`src/common/serial_port_pkg.sv`:
```
package serial_port_pkg;

	// ------------------------------------------------------------
	// register map (byte addresses on the apb bus)
	// ------------------------------------------------------------
	localparam logic [11:0] SERIAL_BUFFER_ADDR = 12'h000;
	localparam logic [11:0] SERIAL_CONTROL_ADDR = 12'h004;
	localparam logic [11:0] POWER_CONTROL_ADDR = 12'h008;
	localparam logic [11:0] BAUD_RELOAD_ADDR = 12'h00c;
	localparam logic [11:0] STATUS_ADDR = 12'h010;

	// ------------------------------------------------------------
	// serial_control field positions; BAUD_DOUBLE_POS is in power_control_reg
	// ------------------------------------------------------------
	localparam int RX_DONE_POS = 0;
	localparam int TX_DONE_POS = 1;
	localparam int RX_NINTH_POS = 2;
	localparam int TX_NINTH_POS = 3;
	localparam int RX_ENABLE_POS = 4;
	localparam int MULTIPROC_POS = 5;
	localparam int MODE_LOW_POS = 6;
	localparam int MODE_HIGH_POS = 7;
	localparam int BAUD_DOUBLE_POS = 7;

	// ------------------------------------------------------------
	// reset values and timing counts
	// ------------------------------------------------------------
	localparam logic [7:0] SERIAL_CONTROL_RESET = 8'h00;
	localparam logic [7:0] POWER_CONTROL_RESET = 8'h00;
	localparam logic [15:0] BAUD_RELOAD_RESET = 16'hfff0;
	localparam logic [3:0] SLICE_LAST = 4'hf;
	localparam logic [3:0] SLICE_VOTE_A = 4'h7;
	localparam logic [3:0] SLICE_VOTE_B = 4'h8;
	localparam logic [3:0] SLICE_VOTE_C = 4'h9;
	localparam logic [3:0] SLICE_TX_DRIVE = 4'h0;
	localparam logic [3:0] TX_BITS_MODE1 = 4'h9;
	localparam logic [3:0] TX_BITS_MODE23 = 4'ha;
	localparam logic [3:0] RX_BITS_MODE1 = 4'h9;
	localparam logic [3:0] RX_BITS_MODE23 = 4'ha;
	localparam logic [1:0] OSC_PER_TICK_FAST = 2'h1;
	localparam logic [1:0] OSC_PER_TICK_SLOW = 2'h3;

	typedef enum logic [1:0]
	{
		MODE_SYNC = 2'b00,
		MODE_TEN_BIT = 2'b01,
		MODE_ELEVEN_FIXED = 2'b10,
		MODE_ELEVEN_TIMER = 2'b11
	} serial_mode_type;

	typedef enum logic [1:0]
	{
		RX_HUNT = 2'b00,
		RX_START = 2'b01,
		RX_SHIFT = 2'b10
	} rx_state_type;

	typedef struct packed
	{
		logic [7:0] data;
		logic ninth;
	} serial_word_type;

endpackage : serial_port_pkg

```
`src/verilog/async_serial_port.sv`:
```
// Operation
// - mode 1 frame: zero start, eight data lsb first, one stop bit.
// - mode 1 accepted frame stores its stop bit in rx_ninth_bit.
// - mode 1 rate is timer overflow over 16 or 32, set by baud_double_bit.
// - each tx bit driven at state6_phase2 after divider rollover, not at write.
// - mode 1 tx_done_flag set as stop bit starts, tenth rollover after write.
// - modes 2 and 3 tx_done_flag set at eleventh rollover after write.
// - receive only with receive enable high; start on falling rx edge.
// - edge detector samples at 16x baud, resets divider at once on edge.
// - each bit is a 2-of-3 vote at slices 7, 8 and 9.
// - start bit voted nonzero aborts reception and resumes edge hunt.
// - load buffer, set rx_done_flag only if flag clear and check passes.
// - modes 2 and 3 shift nine bits then one more before loading.
// - after middle of stop bit, receiver returns to edge hunting.
// - modes 2 and 3 frame: start, eight data, tx_ninth_bit, stop.
// - modes 2 and 3 store received ninth bit in rx_ninth_bit.
// - mode 2 rate is oscillator over 32 or 64 by baud_double_bit.
// - mode 3 equals mode 2 but rate comes from timer overflow.
// - mode bits: 00 sync, 01 ten-bit, 10 eleven fixed, 11 eleven timer.
// - any write to serial_buffer starts a transmission; here writes in mode 0 (sync) start none.
// - buffer writes go to transmit register, reads from receive buffer.
//
// Chosen here: register access over APB and the address map.
module async_serial_port
(
	input wire logic pclk,
	input wire logic presetn,
	input wire logic psel,
	input wire logic penable,
	input wire logic pwrite,
	input wire logic [11:0] paddr,
	input wire logic [31:0] pwdata,
	output logic [31:0] prdata,
	output logic pready,
	output logic pslverr,
	input wire logic rxd,
	output logic txd
);

	// ------------------------------------------------------------
	// bus decode
	// ------------------------------------------------------------
	logic wr_access;
	logic rd_access;
	logic wr_buffer;
	logic wr_control;
	logic addr_valid;

	assign pready = 1'b1;
	assign wr_access = psel & penable & pwrite;
	assign rd_access = psel & penable & ~pwrite;
	assign addr_valid = (paddr == serial_port_pkg::SERIAL_BUFFER_ADDR)
		| (paddr == serial_port_pkg::SERIAL_CONTROL_ADDR)
		| (paddr == serial_port_pkg::POWER_CONTROL_ADDR)
		| (paddr == serial_port_pkg::BAUD_RELOAD_ADDR)
		| (paddr == serial_port_pkg::STATUS_ADDR);
	assign pslverr = psel & penable & ~addr_valid;
	assign wr_buffer = wr_access
		& (paddr == serial_port_pkg::SERIAL_BUFFER_ADDR);
	assign wr_control = wr_access
		& (paddr == serial_port_pkg::SERIAL_CONTROL_ADDR);

	// ------------------------------------------------------------
	// registers
	// ------------------------------------------------------------
	logic [7:0] control_reg, control_next;
	logic [7:0] power_control_reg, power_control_next;
	logic [15:0] reload_reg, reload_next;
	logic [7:0] rx_buffer_reg, rx_buffer_next;
	logic [8:0] tx_shift_reg, tx_shift_next;
	logic [3:0] tx_count_reg, tx_count_next;
	logic tx_busy_reg, tx_busy_next;
	logic tx_pending_reg, tx_pending_next;
	logic txd_reg, txd_next;
	logic [15:0] timer_reg, timer_next;
	logic [1:0] osc_div_reg, osc_div_next;
	logic half_reg, half_next;
	logic [3:0] tx_slice_reg, tx_slice_next;
	logic [3:0] rx_slice_reg, rx_slice_next;
	serial_port_pkg::rx_state_type rx_state_reg, rx_state_next;
	logic [3:0] rx_count_reg, rx_count_next;
	logic [8:0] rx_shift_reg, rx_shift_next;
	logic [2:0] vote_reg, vote_next;
	logic rxd_last_reg, rxd_last_next;

	serial_port_pkg::serial_mode_type mode;
	logic tick16;
	logic timer_ovf;
	logic tx_roll;
	logic tx_done_set;
	logic rx_done_set;
	logic rx_ninth_set;
	logic rx_ninth_val;
	logic rx_abort;
	logic voted;
	logic eleven;

	function automatic logic majority(input logic [2:0] s);
		majority = (s[0] & s[1]) | (s[0] & s[2]) | (s[1] & s[2]);
	endfunction : majority

	assign mode = serial_port_pkg::serial_mode_type'({
		control_reg[serial_port_pkg::MODE_HIGH_POS],
		control_reg[serial_port_pkg::MODE_LOW_POS]});
	assign eleven = control_reg[serial_port_pkg::MODE_HIGH_POS];
	assign voted = majority(vote_reg);

	// ------------------------------------------------------------
	// baud tick generation at 16x the bit rate
	// ------------------------------------------------------------
	// the timer stands in for the overflow source of modes 1 and 3;
	// the halving stage gives the 1/16 or 1/32 choice by baud_double_bit
	always_comb
	begin
		timer_next = timer_reg + 16'h0001;
		timer_ovf = 1'b0;
		if (timer_reg == 16'hffff)
		begin
			timer_next = reload_reg;
			timer_ovf = 1'b1;
		end
		osc_div_next = osc_div_reg + 2'h1;
		half_next = half_reg;
		tick16 = 1'b0;
		if (mode == serial_port_pkg::MODE_ELEVEN_FIXED)
		begin
			// fixed clock: 1/32 or 1/64 of pclk as the bit rate
			if (osc_div_reg == (power_control_reg[
				serial_port_pkg::BAUD_DOUBLE_POS] ?
				serial_port_pkg::OSC_PER_TICK_FAST :
				serial_port_pkg::OSC_PER_TICK_SLOW))
			begin
				osc_div_next = 2'h0;
				tick16 = 1'b1;
			end
		end
		else if (timer_ovf)
		begin
			half_next = ~half_reg;
			tick16 = power_control_reg[serial_port_pkg::BAUD_DOUBLE_POS]
				| half_reg;
		end
	end

	// ------------------------------------------------------------
	// transmitter
	// ------------------------------------------------------------
	always_comb
	begin
		tx_slice_next = tx_slice_reg;
		tx_roll = 1'b0;
		if (tick16)
		begin
			tx_slice_next = tx_slice_reg + 4'h1;
			tx_roll = (tx_slice_reg == serial_port_pkg::SLICE_LAST);
		end
		tx_shift_next = tx_shift_reg;
		tx_count_next = tx_count_reg;
		tx_busy_next = tx_busy_reg;
		tx_pending_next = tx_pending_reg;
		txd_next = txd_reg;
		tx_done_set = 1'b0;
		if (wr_buffer && mode != serial_port_pkg::MODE_SYNC)
		begin
			// ninth slot is tx_ninth_bit in modes 2/3, stop in mode 1
			tx_shift_next = {eleven ?
				control_reg[serial_port_pkg::TX_NINTH_POS] : 1'b1,
				pwdata[7:0]};
			tx_count_next = 4'h0;
			tx_pending_next = 1'b1;
			tx_busy_next = 1'b0;
		end
		else if (tx_roll && (tx_pending_reg || tx_busy_reg))
		begin
			// bits move only on divider rollover
			tx_pending_next = 1'b0;
			tx_busy_next = 1'b1;
			tx_count_next = tx_count_reg + 4'h1;
			if (tx_count_reg == 4'h0)
			begin
				txd_next = 1'b0;
			end
			else if (tx_count_reg == (eleven ?
				serial_port_pkg::TX_BITS_MODE23 :
				serial_port_pkg::TX_BITS_MODE1))
			begin
				txd_next = 1'b1;
				tx_done_set = 1'b1;
				tx_busy_next = 1'b0;
			end
			else
			begin
				txd_next = tx_shift_reg[0];
				tx_shift_next = {1'b1, tx_shift_reg[8:1]};
			end
		end
	end

	// ------------------------------------------------------------
	// receiver
	// ------------------------------------------------------------
	always_comb
	begin
		rx_state_next = rx_state_reg;
		rx_slice_next = rx_slice_reg;
		rx_count_next = rx_count_reg;
		rx_shift_next = rx_shift_reg;
		vote_next = vote_reg;
		rxd_last_next = rxd_last_reg;
		rx_buffer_next = rx_buffer_reg;
		rx_done_set = 1'b0;
		rx_ninth_set = 1'b0;
		rx_ninth_val = 1'b0;
		rx_abort = 1'b0;
		if (tick16)
		begin
			rxd_last_next = rxd;
			rx_slice_next = rx_slice_reg + 4'h1;
			if (rx_slice_reg == serial_port_pkg::SLICE_VOTE_A)
				vote_next[0] = rxd;
			if (rx_slice_reg == serial_port_pkg::SLICE_VOTE_B)
				vote_next[1] = rxd;
			if (rx_slice_reg == serial_port_pkg::SLICE_VOTE_C)
				vote_next[2] = rxd;
		end
		unique case (rx_state_reg)
			serial_port_pkg::RX_HUNT:
			begin
				if (tick16 && rxd_last_reg && !rxd
					&& control_reg[serial_port_pkg::RX_ENABLE_POS]
					&& mode != serial_port_pkg::MODE_SYNC)
				begin
					rx_slice_next = 4'h0;
					rx_count_next = 4'h0;
					rx_state_next = serial_port_pkg::RX_START;
				end
			end
			serial_port_pkg::RX_START:
			begin
				if (tick16 && rx_slice_reg == serial_port_pkg::SLICE_VOTE_C)
				begin
					if (majority({rxd, vote_reg[1:0]}))
					begin
						rx_abort = 1'b1;
						rx_state_next = serial_port_pkg::RX_HUNT;
					end
					else
						rx_state_next = serial_port_pkg::RX_SHIFT;
				end
			end
			serial_port_pkg::RX_SHIFT:
			begin
				if (tick16 && rx_slice_reg == serial_port_pkg::SLICE_VOTE_C)
				begin
					rx_shift_next = {majority({rxd, vote_reg[1:0]}),
						rx_shift_reg[8:1]};
					rx_count_next = rx_count_reg + 4'h1;
					if (rx_count_reg == (eleven ?
						serial_port_pkg::RX_BITS_MODE23 :
						serial_port_pkg::RX_BITS_MODE1) - 4'h1)
					begin
						// last shift is the stop bit
						rx_state_next = serial_port_pkg::RX_HUNT;
						if (!control_reg[serial_port_pkg::RX_DONE_POS]
							&& (!control_reg[serial_port_pkg::MULTIPROC_POS]
							|| majority({rxd, vote_reg[1:0]})))
						begin
							rx_done_set = 1'b1;
							rx_ninth_set = 1'b1;
							if (eleven)
							begin
								rx_buffer_next = rx_shift_reg[7:0];
								rx_ninth_val = rx_shift_reg[8];
							end
							else
							begin
								rx_buffer_next = rx_shift_reg[8:1];
								rx_ninth_val = majority({rxd,
									vote_reg[1:0]});
							end
						end
					end
				end
			end
			default:
				rx_state_next = serial_port_pkg::RX_HUNT;
		endcase
	end

	// ------------------------------------------------------------
	// software registers; hardware set wins over a software clear
	// ------------------------------------------------------------
	always_comb
	begin
		control_next = control_reg;
		power_control_next = power_control_reg;
		reload_next = reload_reg;
		if (wr_control)
			control_next = pwdata[7:0];
		if (wr_access && paddr == serial_port_pkg::POWER_CONTROL_ADDR)
			power_control_next = pwdata[7:0];
		if (wr_access && paddr == serial_port_pkg::BAUD_RELOAD_ADDR)
			reload_next = pwdata[15:0];
		if (tx_done_set)
			control_next[serial_port_pkg::TX_DONE_POS] = 1'b1;
		if (rx_done_set)
			control_next[serial_port_pkg::RX_DONE_POS] = 1'b1;
		if (rx_ninth_set)
			control_next[serial_port_pkg::RX_NINTH_POS] = rx_ninth_val;
	end

	always_ff @(posedge pclk or negedge presetn)
	begin
		if (!presetn)
		begin
			control_reg <= serial_port_pkg::SERIAL_CONTROL_RESET;
			power_control_reg <= serial_port_pkg::POWER_CONTROL_RESET;
			reload_reg <= serial_port_pkg::BAUD_RELOAD_RESET;
			rx_buffer_reg <= 8'h00;
			tx_shift_reg <= 9'h1ff;
			tx_count_reg <= 4'h0;
			tx_busy_reg <= 1'b0;
			tx_pending_reg <= 1'b0;
			txd_reg <= 1'b1;
			// start at the reload so the first overflow is not 64k away
			timer_reg <= serial_port_pkg::BAUD_RELOAD_RESET;
			osc_div_reg <= 2'h0;
			half_reg <= 1'b0;
			tx_slice_reg <= 4'h0;
			rx_slice_reg <= 4'h0;
			rx_state_reg <= serial_port_pkg::RX_HUNT;
			rx_count_reg <= 4'h0;
			rx_shift_reg <= 9'h000;
			vote_reg <= 3'h0;
			rxd_last_reg <= 1'b1;
			prdata <= 32'h0000_0000;
		end
		else
		begin
			control_reg <= control_next;
			power_control_reg <= power_control_next;
			reload_reg <= reload_next;
			rx_buffer_reg <= rx_buffer_next;
			tx_shift_reg <= tx_shift_next;
			tx_count_reg <= tx_count_next;
			tx_busy_reg <= tx_busy_next;
			tx_pending_reg <= tx_pending_next;
			txd_reg <= txd_next;
			timer_reg <= timer_next;
			osc_div_reg <= osc_div_next;
			half_reg <= half_next;
			tx_slice_reg <= tx_slice_next;
			rx_slice_reg <= rx_slice_next;
			rx_state_reg <= rx_state_next;
			rx_count_reg <= rx_count_next;
			rx_shift_reg <= rx_shift_next;
			vote_reg <= vote_next;
			rxd_last_reg <= rxd_last_next;
			// read data registered in setup so it is valid in access
			if (psel && !penable && !pwrite)
			begin
				unique case (paddr)
					serial_port_pkg::SERIAL_BUFFER_ADDR:
						prdata <= {24'h00_0000, rx_buffer_reg};
					serial_port_pkg::SERIAL_CONTROL_ADDR:
						prdata <= {24'h00_0000, control_reg};
					serial_port_pkg::POWER_CONTROL_ADDR:
						prdata <= {24'h00_0000, power_control_reg};
					serial_port_pkg::BAUD_RELOAD_ADDR:
						prdata <= {16'h0000, reload_reg};
					serial_port_pkg::STATUS_ADDR:
						prdata <= {28'h000_0000, rx_state_reg,
							tx_busy_reg | tx_pending_reg, txd_reg};
					default:
						prdata <= 32'h0000_0000;
				endcase
			end
		end
	end

	assign txd = txd_reg;
endmodule : async_serial_port

```
`config.mk`:
```
export PLATFORM = sky130hd
export DESIGN_NAME = async_serial_port
export DESIGN_NICKNAME = d
export VERILOG_FILES = /design/src/common/serial_port_pkg.sv /design/src/verilog/async_serial_port.sv
export SDC_FILE = /design/constraint.sdc
export NUM_CORES = 1
export LEC_CHECK = 0
export BUFFER_PORTS_ARGS = -buffer_cell sky130_fd_sc_hd__buf_2
export CAP_MARGIN = 30
export CORE_ASPECT_RATIO = 0.5
export CORE_MARGIN = 1
export CORE_UTILIZATION = 25
export CTS_CLUSTER_SIZE = 20
export DETAILED_ROUTE_END_ITERATION = 8
export HOLD_SLACK_MARGIN = 0.08
export PLACE_DENSITY_LB_ADDON = 0.05
export SETUP_SLACK_MARGIN = 0.15
export SLEW_MARGIN = 0
export SYNTH_ARGS = -nofsm -noshare
export SYNTH_HDL_FRONTEND = slang
export SYNTH_SLANG_ARGS = --single-unit
```
`constraint.sdc`:
```
create_clock -name pclk -period 5.43 [get_ports pclk]
set_input_delay 0.2715 -clock pclk [delete_from_list [all_inputs] [get_ports pclk]]
set_output_delay 0.2715 -clock pclk [all_outputs]
set_load 0.03 [all_outputs]
```
==> metrics, run 1 <==
Clock Tree Buf Depth=2; Setup crit end kind=register; PwrDens=302 mW/mm²; die area=roughly 0.024 mm²; setup total negative slack=0 ns; area grow syn2layout=21.5%; static leakage power=3.16 nW; worst-path fanout max=33; RD Place Congestion=0.692; Hold Fails Final Rpt=0; core area=approximately 0.023 mm²; placed instance area=around 0.0064 mm²; placed instance count=855; crit path capture=rx_buffer_reg[7]; end of the worst register-to-register path=rx_buffer_reg[7]; Worst Setup SP=control_reg[7]; worst skew pair latency=about 0.42 ns; Setup Skew=between 0.006 and 0.007 ns; HPWL after detailed placement=10.4 mm; Worst-Margin Slew=approximately 0.95 ns; drt pass-1 iters=4; Design Power=2.14 mW; die height=110 µm; Die Width=around 220 µm; Syn Area/Cell=11.4 µm²; I/O Buffers=just over 50; CTS tree=done; Routed WL per cell=~17 µm; cell area after synthesis=a little under 0.006 mm²; Cell variety after synth=58; htree depth=4; Post-Layout Inst Area=a little over 0.007 mm²; R2R depth=6; number of synthesized flops with an enable pin=0; unrepaired setup endpoints after global routing=false; Worst EP required=roughly 5.7 ns; crit path launch type=register; initial antenna violation count=0; asr flop ratio synth=100%; Vias per Instance=approximately 4.5; clk slew on worst S/H paths=about 0.050 ns; Syn Inst Count=approximately 500; Final Non-Filler Cells=approximately 900; first-pass GRT wire length=approximately 24 mm; worst reg2reg path startpoint=control_reg[7]; Rel. slew slack=36.6%; largest net degree at the start of global routing=54; nets@finish=about 640; critical path arrival=between 3 and 4 ns; GRT Overall Usage=between 10 and 15%; Slew Viols, Final=0; # setup viols final=0; post-CTS resize count=0; Final Core Density=between 30 and 40%; num rows=39; Min Hold Slack=around 0.14 ns; Final ANT Viol Nets=0; Diodes inserted=0; gr ovfl total=0; aggregate routed wire length=approximately 15 mm; CTS Buf Count=17; Yosys warning total=0; Primary FF master, synth=dfrtp_1; min cycle time layout=3.03 ns; Max Fclk=roughly 330 MHz; Seq/Total Area, Yosys=around half; Iteration-0 DRC Markers=around 190; most common cell after layout, fill and taps aside=dfrtp_1; VDD IR-drop max=0.171 mV; max_cap viols=0; PnR worst setup slack=2.40 ns; commonest non-fill, non-tap cells in the layout=dfrtp_1, mux2_2, buf_2; Via Count=4035; Clock Sink Count=between 100 and 150; R2R setup slack=~2.4 ns; Seq cells post-synth=117; Initial Util=roughly 26%; CP Class=register to register; status=finished, final reports clean; pre-CTS setup slack=about 2.4 ns; Worst Hold Class=primary input to register; vias in the first global route=approximately 4000; DRC viols=0; root buffer cell=clkbuf_16; share of cells above drive strength 1=34.9%; Final Cycle Share=between 50% and 60%; Ports=85
metal layers:
metal,track usage (%),routed length (µm),vias up
li1,-,-,1944
met1,19.2,7680,2035
met2,20.4,6820,45
met3,4.36,448,11
met4,4.25,189,0
met5,0,0,-
Yosys cell counts, types with 9 or more instances:
master / number / share of area, %
buf_2: 10 / 0.86
nor2_1: 28 / 1.8
dfstp_2: 35 / 16
mux2_2: 58 / 11
nand2_1: 45 / 2.9
nand3_1: 19 / 1.6
inv_1: 19 / 1.2
dfrtp_1: 82 / 35
o21ai_0: 36 / 3.1
xnor2_1: 10 / 1.5
buf_4: 18 / 2.3
a22o_1: 9 / 1.3
clkbuf_1: 10 / 0.64
a21oi_1: 23 / 2.0
cells by family after synthesis:
family / Yosys count / synth area share (%)
xor+xnor: 15 / 2.25
flops: 117 / 50.8
buf+inv: 57 / 5.03
simple gates: 146 / 14.2
fa+ha+maj: 8 / 1.71
other cells: 2 / 0.129
compound gates: 99 / 10.9
mux: 70 / 14.9
worst min-delay path by stage:
stage,start,endpoint,slack [ns],depth (start not counted)
finish,pwdata[1],tx_shift_reg[1],0.14,3
global route,pwdata[7],tx_shift_reg[7],0.12,3
CTS,pwdata[7],tx_shift_reg[7],0.11,3
detailed placement,presetn,tx_count_reg[2],0.18,1
global placement,rxd_last_reg,rxd_last_reg,0.44,2
floorplan,presetn,control_reg[0],-0.02,0
report_power, final:
part	switching, mW	internal (mW)	total (mW)
clock network	0.412	0.778	1.19
registers	0.000880	0.875	0.876
logic	0.0564	0.0226	0.0790
total	0.469	1.68	2.14
timing repair:
item | in CTS | in global routing
setup endpoints to repair | 0 | 0
buffers inserted | 0 | 0
endpoints found under the hold margin | 57 | 0
hold buffers | 10 | 0
critical path: stages, from the launching register on:
cell,delay [ns]
dfrtp_1,0.89
nor2b_1,0.33
and3_1,0.29
a31oi_4,0.17
buf_4,0.35
nor3_4,0.46
mux2_2,0.39
layout make-up:
type | instances | area, µm²
fillers | 2372 | 15800
flip-flops and latches | 117 | 2970
multi-input cells | 355 | 2640
clock buffers | 23 | 498
repair buffers | 67 | 418
well taps | 307 | 384
clock inverters | 9 | 123
inverters | 19 | 71.3
Power figures use the tool's default switching activity.
==> inputs of run 2 (changes only) <==
clock period = 2.75 ns   (was 5.43 ns; I/O delays follow)
==> run 2 against run 1 <==
  * Fmax is 27% higher
  * Wire length is 1.0% higher
  * Flip-flop and latch count stayed put
  * Sequential share of layout area is 1.0 points lower
  * Global-route usage is 0.20 points higher
  * Critical endpoint is now rx_buffer_reg[1]
  * Register-to-register slack worse by 2.0 ns
  * Largest cell class unchanged
  * Clock-buffer cell count stayed put
==> metrics, run 2 (same netlist as run 1, synthesis figures left out) <==
status=finished, final reports clean; PwrDens=between 500 and 600 mW/mm²; R2R depth=6; Vias per Instance=about 4.5; Via Count=4102; Final ANT Viol Nets=0; nets@finish=approximately 660; Clock Tree Buf Depth=2; Die Width=218 µm; setup total negative slack=0 ns; Clock Sink Count=~120; clk slew on worst S/H paths=0.06 ns; I/O Buffers=51; root buffer cell=clkbuf_16; Final Core Density=a little under a third; Setup Skew=~0.01 ns; Worst-Margin Slew=0.703 ns; first-pass GRT wire length=about 24 mm; Worst Hold Class=primary input to register; Iteration-0 DRC Markers=around 210; Final Cycle Share=between 80% and 90%; most common cell after layout, fill and taps aside=dfrtp_1; die height=about 110 µm; crit path launch type=register; commonest non-fill, non-tap cells in the layout=dfrtp_1, mux2_2, buf_2; Initial Util=25.5%; gr ovfl total=0; Max Fclk=418 MHz; placed instance area=~0.0065 mm²; vias in the first global route=4109; # setup viols final=0; GRT Overall Usage=between 10% and 20%; Slew Viols, Final=0; max_cap viols=0; critical path arrival=2.70 ns; area grow syn2layout=24.5%; unrepaired setup endpoints after global routing=false; num rows=39; aggregate routed wire length=15.3 mm; min cycle time layout=roughly 2.4 ns; static leakage power=approximately 3.2 nW; R2R setup slack=~0.36 ns; CP Class=register to register; Routed WL per cell=roughly 17 µm; worst skew pair latency=about 0.43 ns; VDD IR-drop max=roughly 0.37 mV; Setup crit end kind=register; end of the worst register-to-register path=rx_buffer_reg[1]; Rel. slew slack=52.9%; number of fill cells=~2400; core area=roughly 0.023 mm²; number of post-CTS setup repair buffers=0; RD Place Congestion=about 0.7; Post-Layout Inst Area=~0.0073 mm²; HPWL after detailed placement=~11 mm; largest net degree at the start of global routing=between 40 and 50; htree depth=4; die area=between 0.02 and 0.025 mm²; CTS Buf Count=17; share of cells above drive strength 1=between 30 and 40%; initial antenna violation count=0; Ports=85; Worst EP required=roughly 3 ns; Hold Fails Final Rpt=0; CTS tree=done; worst-path fanout max=16; Diodes inserted=0; worst reg2reg path startpoint=timer_reg[0]; DRC viols=0; drt pass-1 iters=4; crit path capture=rx_buffer_reg[1]; Worst Setup SP=timer_reg[0]
## run 2: per-stage QoR
stage          total power [mW]  setup WS [ns]  cells  hold WS (ns)
2_1_floorplan              1.84          0.665    529        -0.158
3_3_place_gp               1.91          0.330    867         0.194
3_5_place_dp               1.91          0.336    867         0.195
4_1_cts                    4.27          0.328    917         0.179
5_1_grt                    4.37          0.225    917         0.241
6_report                   4.19          0.355    917         0.188
## run 2: worst min-delay path by stage
| stage | to | slack (ns) | from | depth (start not counted) |
|---|---|---|---|---|
| CTS | prdata[4] | 0.18 | paddr[4] | 4 |
| floorplan | control_reg[0] | -0.16 | presetn | 0 |
| detailed placement | tx_count_reg[2] | 0.20 | presetn | 1 |
| finish | prdata[6] | 0.19 | paddr[4] | 4 |
| global placement | tx_count_reg[2] | 0.19 | presetn | 1 |
| global route | prdata[4] | 0.24 | paddr[4] | 4 |
## run 2: layout make-up
cell class	instances	area [µm²]	share of cell area (%)
Sequential cell	117	2970	40.8
Tap cell	307	384	5.28
Inverter	19	71.3	0.980
Multi-Input combinational cell	355	2640	36.2
Timing Repair Buffer	87	611	8.39
Clock inverter	9	125	1.72
Clock buffer	23	478	6.57
## run 2: timing repair
item,4_1_cts,5_1_grt
gates resized for setup,0,0
hold endpoints to repair,73,0
hold buffers,18,0
## run 2: power breakdown
part	switching, mW	internal, mW	total, mW
logic	0.114	0.0535	0.168
clock network	0.804	1.49	2.29
registers	0.00162	1.73	1.73
total	0.919	3.27	4.19
## run 2: per-layer routing
metal  track usage, %  up-vias  part of all wire, %
met2             21.3       50                   45
li1                 -     1981                    -
met4             6.29        0                  1.7
met3             3.46       19                  3.8
met5                0        -                    0
met1             18.9     2052                   49
## run 2: worst max-delay path, stage by stage, from the launching register on
cell and delay [ns]:
dfrtp_1 0.39, ha_1 0.23, nand3_1 0.16, nor3_4 0.26, a31oi_4 0.31, nor3_4 0.52, mux2_2 0.40
==> inputs of run 3 (changes only) <==
RECOVER_POWER = 25   (was default)
SLEW_MARGIN = default   (was 0)
==> run 3 against run 2 <==
  * First-iteration DRC count shrank 0.48%
  * Core utilization shrank 0.14 points
  * Flip-flop and latch count is the same
  * Setup slack gained 0.0084 ns
  * Clock power is essentially flat
  * Combinational power shrank 4%
  * Total power shrank 0.14%
  * Worst hold slack gained 0.0045 ns
==> metrics, run 3 (same netlist as run 1, synthesis figures left out) <==
I/O Buffers=just over 50; Worst Hold Class=primary input to register; Routed WL per cell=16.7 µm; Worst EP required=between 3 and 4 ns; Psw=about 900 µW; clk slew on worst S/H paths=roughly 0.060 ns; status=finished, final reports clean; Clock Tree Buf Depth=2; htree depth=4; VDD IR-drop max=0.365 mV; HPWL after detailed placement=around 11 mm; drt pass-1 iters=4; Worst-Margin Slew=between 1 and 1.5 ns; root buffer cell=clkbuf_16; max incr delay on CP=0.52 ns; nets@finish=~660; initial antenna violation count=0; core area=approximately 0.023 mm²; post-CTS resize count=0; GRT Overall Usage=between 10 and 15%; Top delay family on crit path=simple AND/OR/NAND/NOR gates; critical path arrival=around 2.7 ns; Internal=approximately 3.3 mW; commonest non-fill, non-tap cells in the layout=dfrtp_1, mux2_2, buf_2; Diodes inserted=0; num rows=39; number of post-CTS setup repair buffers=0; Setup crit end kind=register; Reg power frac=between 40% and 50%; Rel. slew slack=between 20% and 30%; Clock Sink Count=roughly 120; Setup Skew=between 0.009 and 0.01 ns; worst-path fanout max=16; vias in the first global route=around 4100; crit path launch type=register; slowest stage cell, crit path=nor3_4; DRC viols=0; static leakage power=3.24 nW; CTS tree=done; pre-CTS setup slack=~0.34 ns; cts hold-fix bufs=18; aggregate routed wire length=15.3 mm; most common cell after layout, fill and taps aside=dfrtp_1; Die Width=between 200 and 250 µm; Combinational Power Share=about 4%; die height=110 µm; Sw Ratio=between 20% and 30%; Final ANT Viol Nets=0; PwrDens=around 580 mW/mm²; worst path bufs/invs=0; RD Place Congestion=0.720; Vias per Instance=about 4.5; PnR worst setup slack=approximately 0.36 ns; first-pass GRT wire length=24.3 mm; Min Hold Slack=roughly 0.19 ns; Design Power=about 4.2 mW; Via Count=slightly above 4000; Max Fclk=between 400 and 500 MHz; Final Cycle Share=between 80% and 90%; Hold Fails Final Rpt=0; Iteration-0 DRC Markers=just over 200; setup total negative slack=0 ns; Clk pwr share=between 50% and 60%; area grow syn2layout=23.9%; unrepaired setup endpoints after global routing=false; Ports=85; Slew Viols, Final=0; largest net degree at the start of global routing=around 40; CTS Buf Count=17; gr ovfl total=0; Critical Path, Cell by Cell=ha_1 > nand3_1 > nor3_4 > a31oi_4 > nor3_4 > mux2_2; min cycle time layout=roughly 2.4 ns; worst skew pair latency=about 0.43 ns; share of cells above drive strength 1=35.4%; CP Class=register to register; Initial Util=between 20% and 30%; max_cap viols=0; die area=around 0.024 mm²; CP dominant cell by count=nor3_4; # setup viols final=0
[run 3: per-stage QoR]
step	instance area (µm²)	utilization (%)	std cells
after global routing	7240	31.6	917
after CTS	7280	31.8	917
final	7240	31.6	917
after floorplan	5900	-	529
after global placement	6490	28.4	867
after detailed placement	6490	28.4	867
[run 3: routing by layer]
metal / up-vias / part of all wire (%) / track usage, %
met1: 2052 / 49 / 18.9
met3: 19 / 3.4 / 3.46
met2: 52 / 46 / 21.3
met5: - / 0 / 0
li1: 1984 / - / -
met4: 0 / 1.7 / 6.29
[run 3: tightest hold or removal path, cell delays in order]
cell	delay, ns
buf_2	0.11
nor2_1	0.16
nand2_1	0.10
o21ai_0	0.07
[run 3: area by class of cell]
cell class | instances | area [µm²]
clock buffer | 23 | 478
clock inverter | 9 | 125
fill | 2361 | 15600
inverter | 19 | 71.3
multi-input combinational | 355 | 2640
sequential | 117 | 2970
tap | 307 | 384
timing repair buffer | 87 | 578
[run 3: final timing paths]
kind | start | endpoint | slack, ns | depth (start not counted)
worst min-delay path | paddr[4] | prdata[6] | 0.19 | 4
min in group asynchronous | presetn | tx_pending_reg | 0.46 | 2
worst min register to register | osc_div_reg[0] | osc_div_reg[0] | 0.45 | 1
max in group asynchronous | presetn | timer_reg[0] | 0.66 | 3
worst max register to register | timer_reg[0] | rx_buffer_reg[1] | 0.36 | 6
worst max-delay path | timer_reg[0] | rx_buffer_reg[1] | 0.36 | 6
[run 3: power by group through the flow]
stage | Clock (mW) | Combinational [mW] | Sequential, mW
2_1_floorplan | 0 | 0.0780 | 1.76
3_3_place_gp | 0 | 0.154 | 1.76
3_5_place_dp | 0 | 0.154 | 1.76
4_1_cts | 2.37 | 0.174 | 1.73
5_1_grt | 2.45 | 0.181 | 1.73
6_report | 2.29 | 0.161 | 1.73
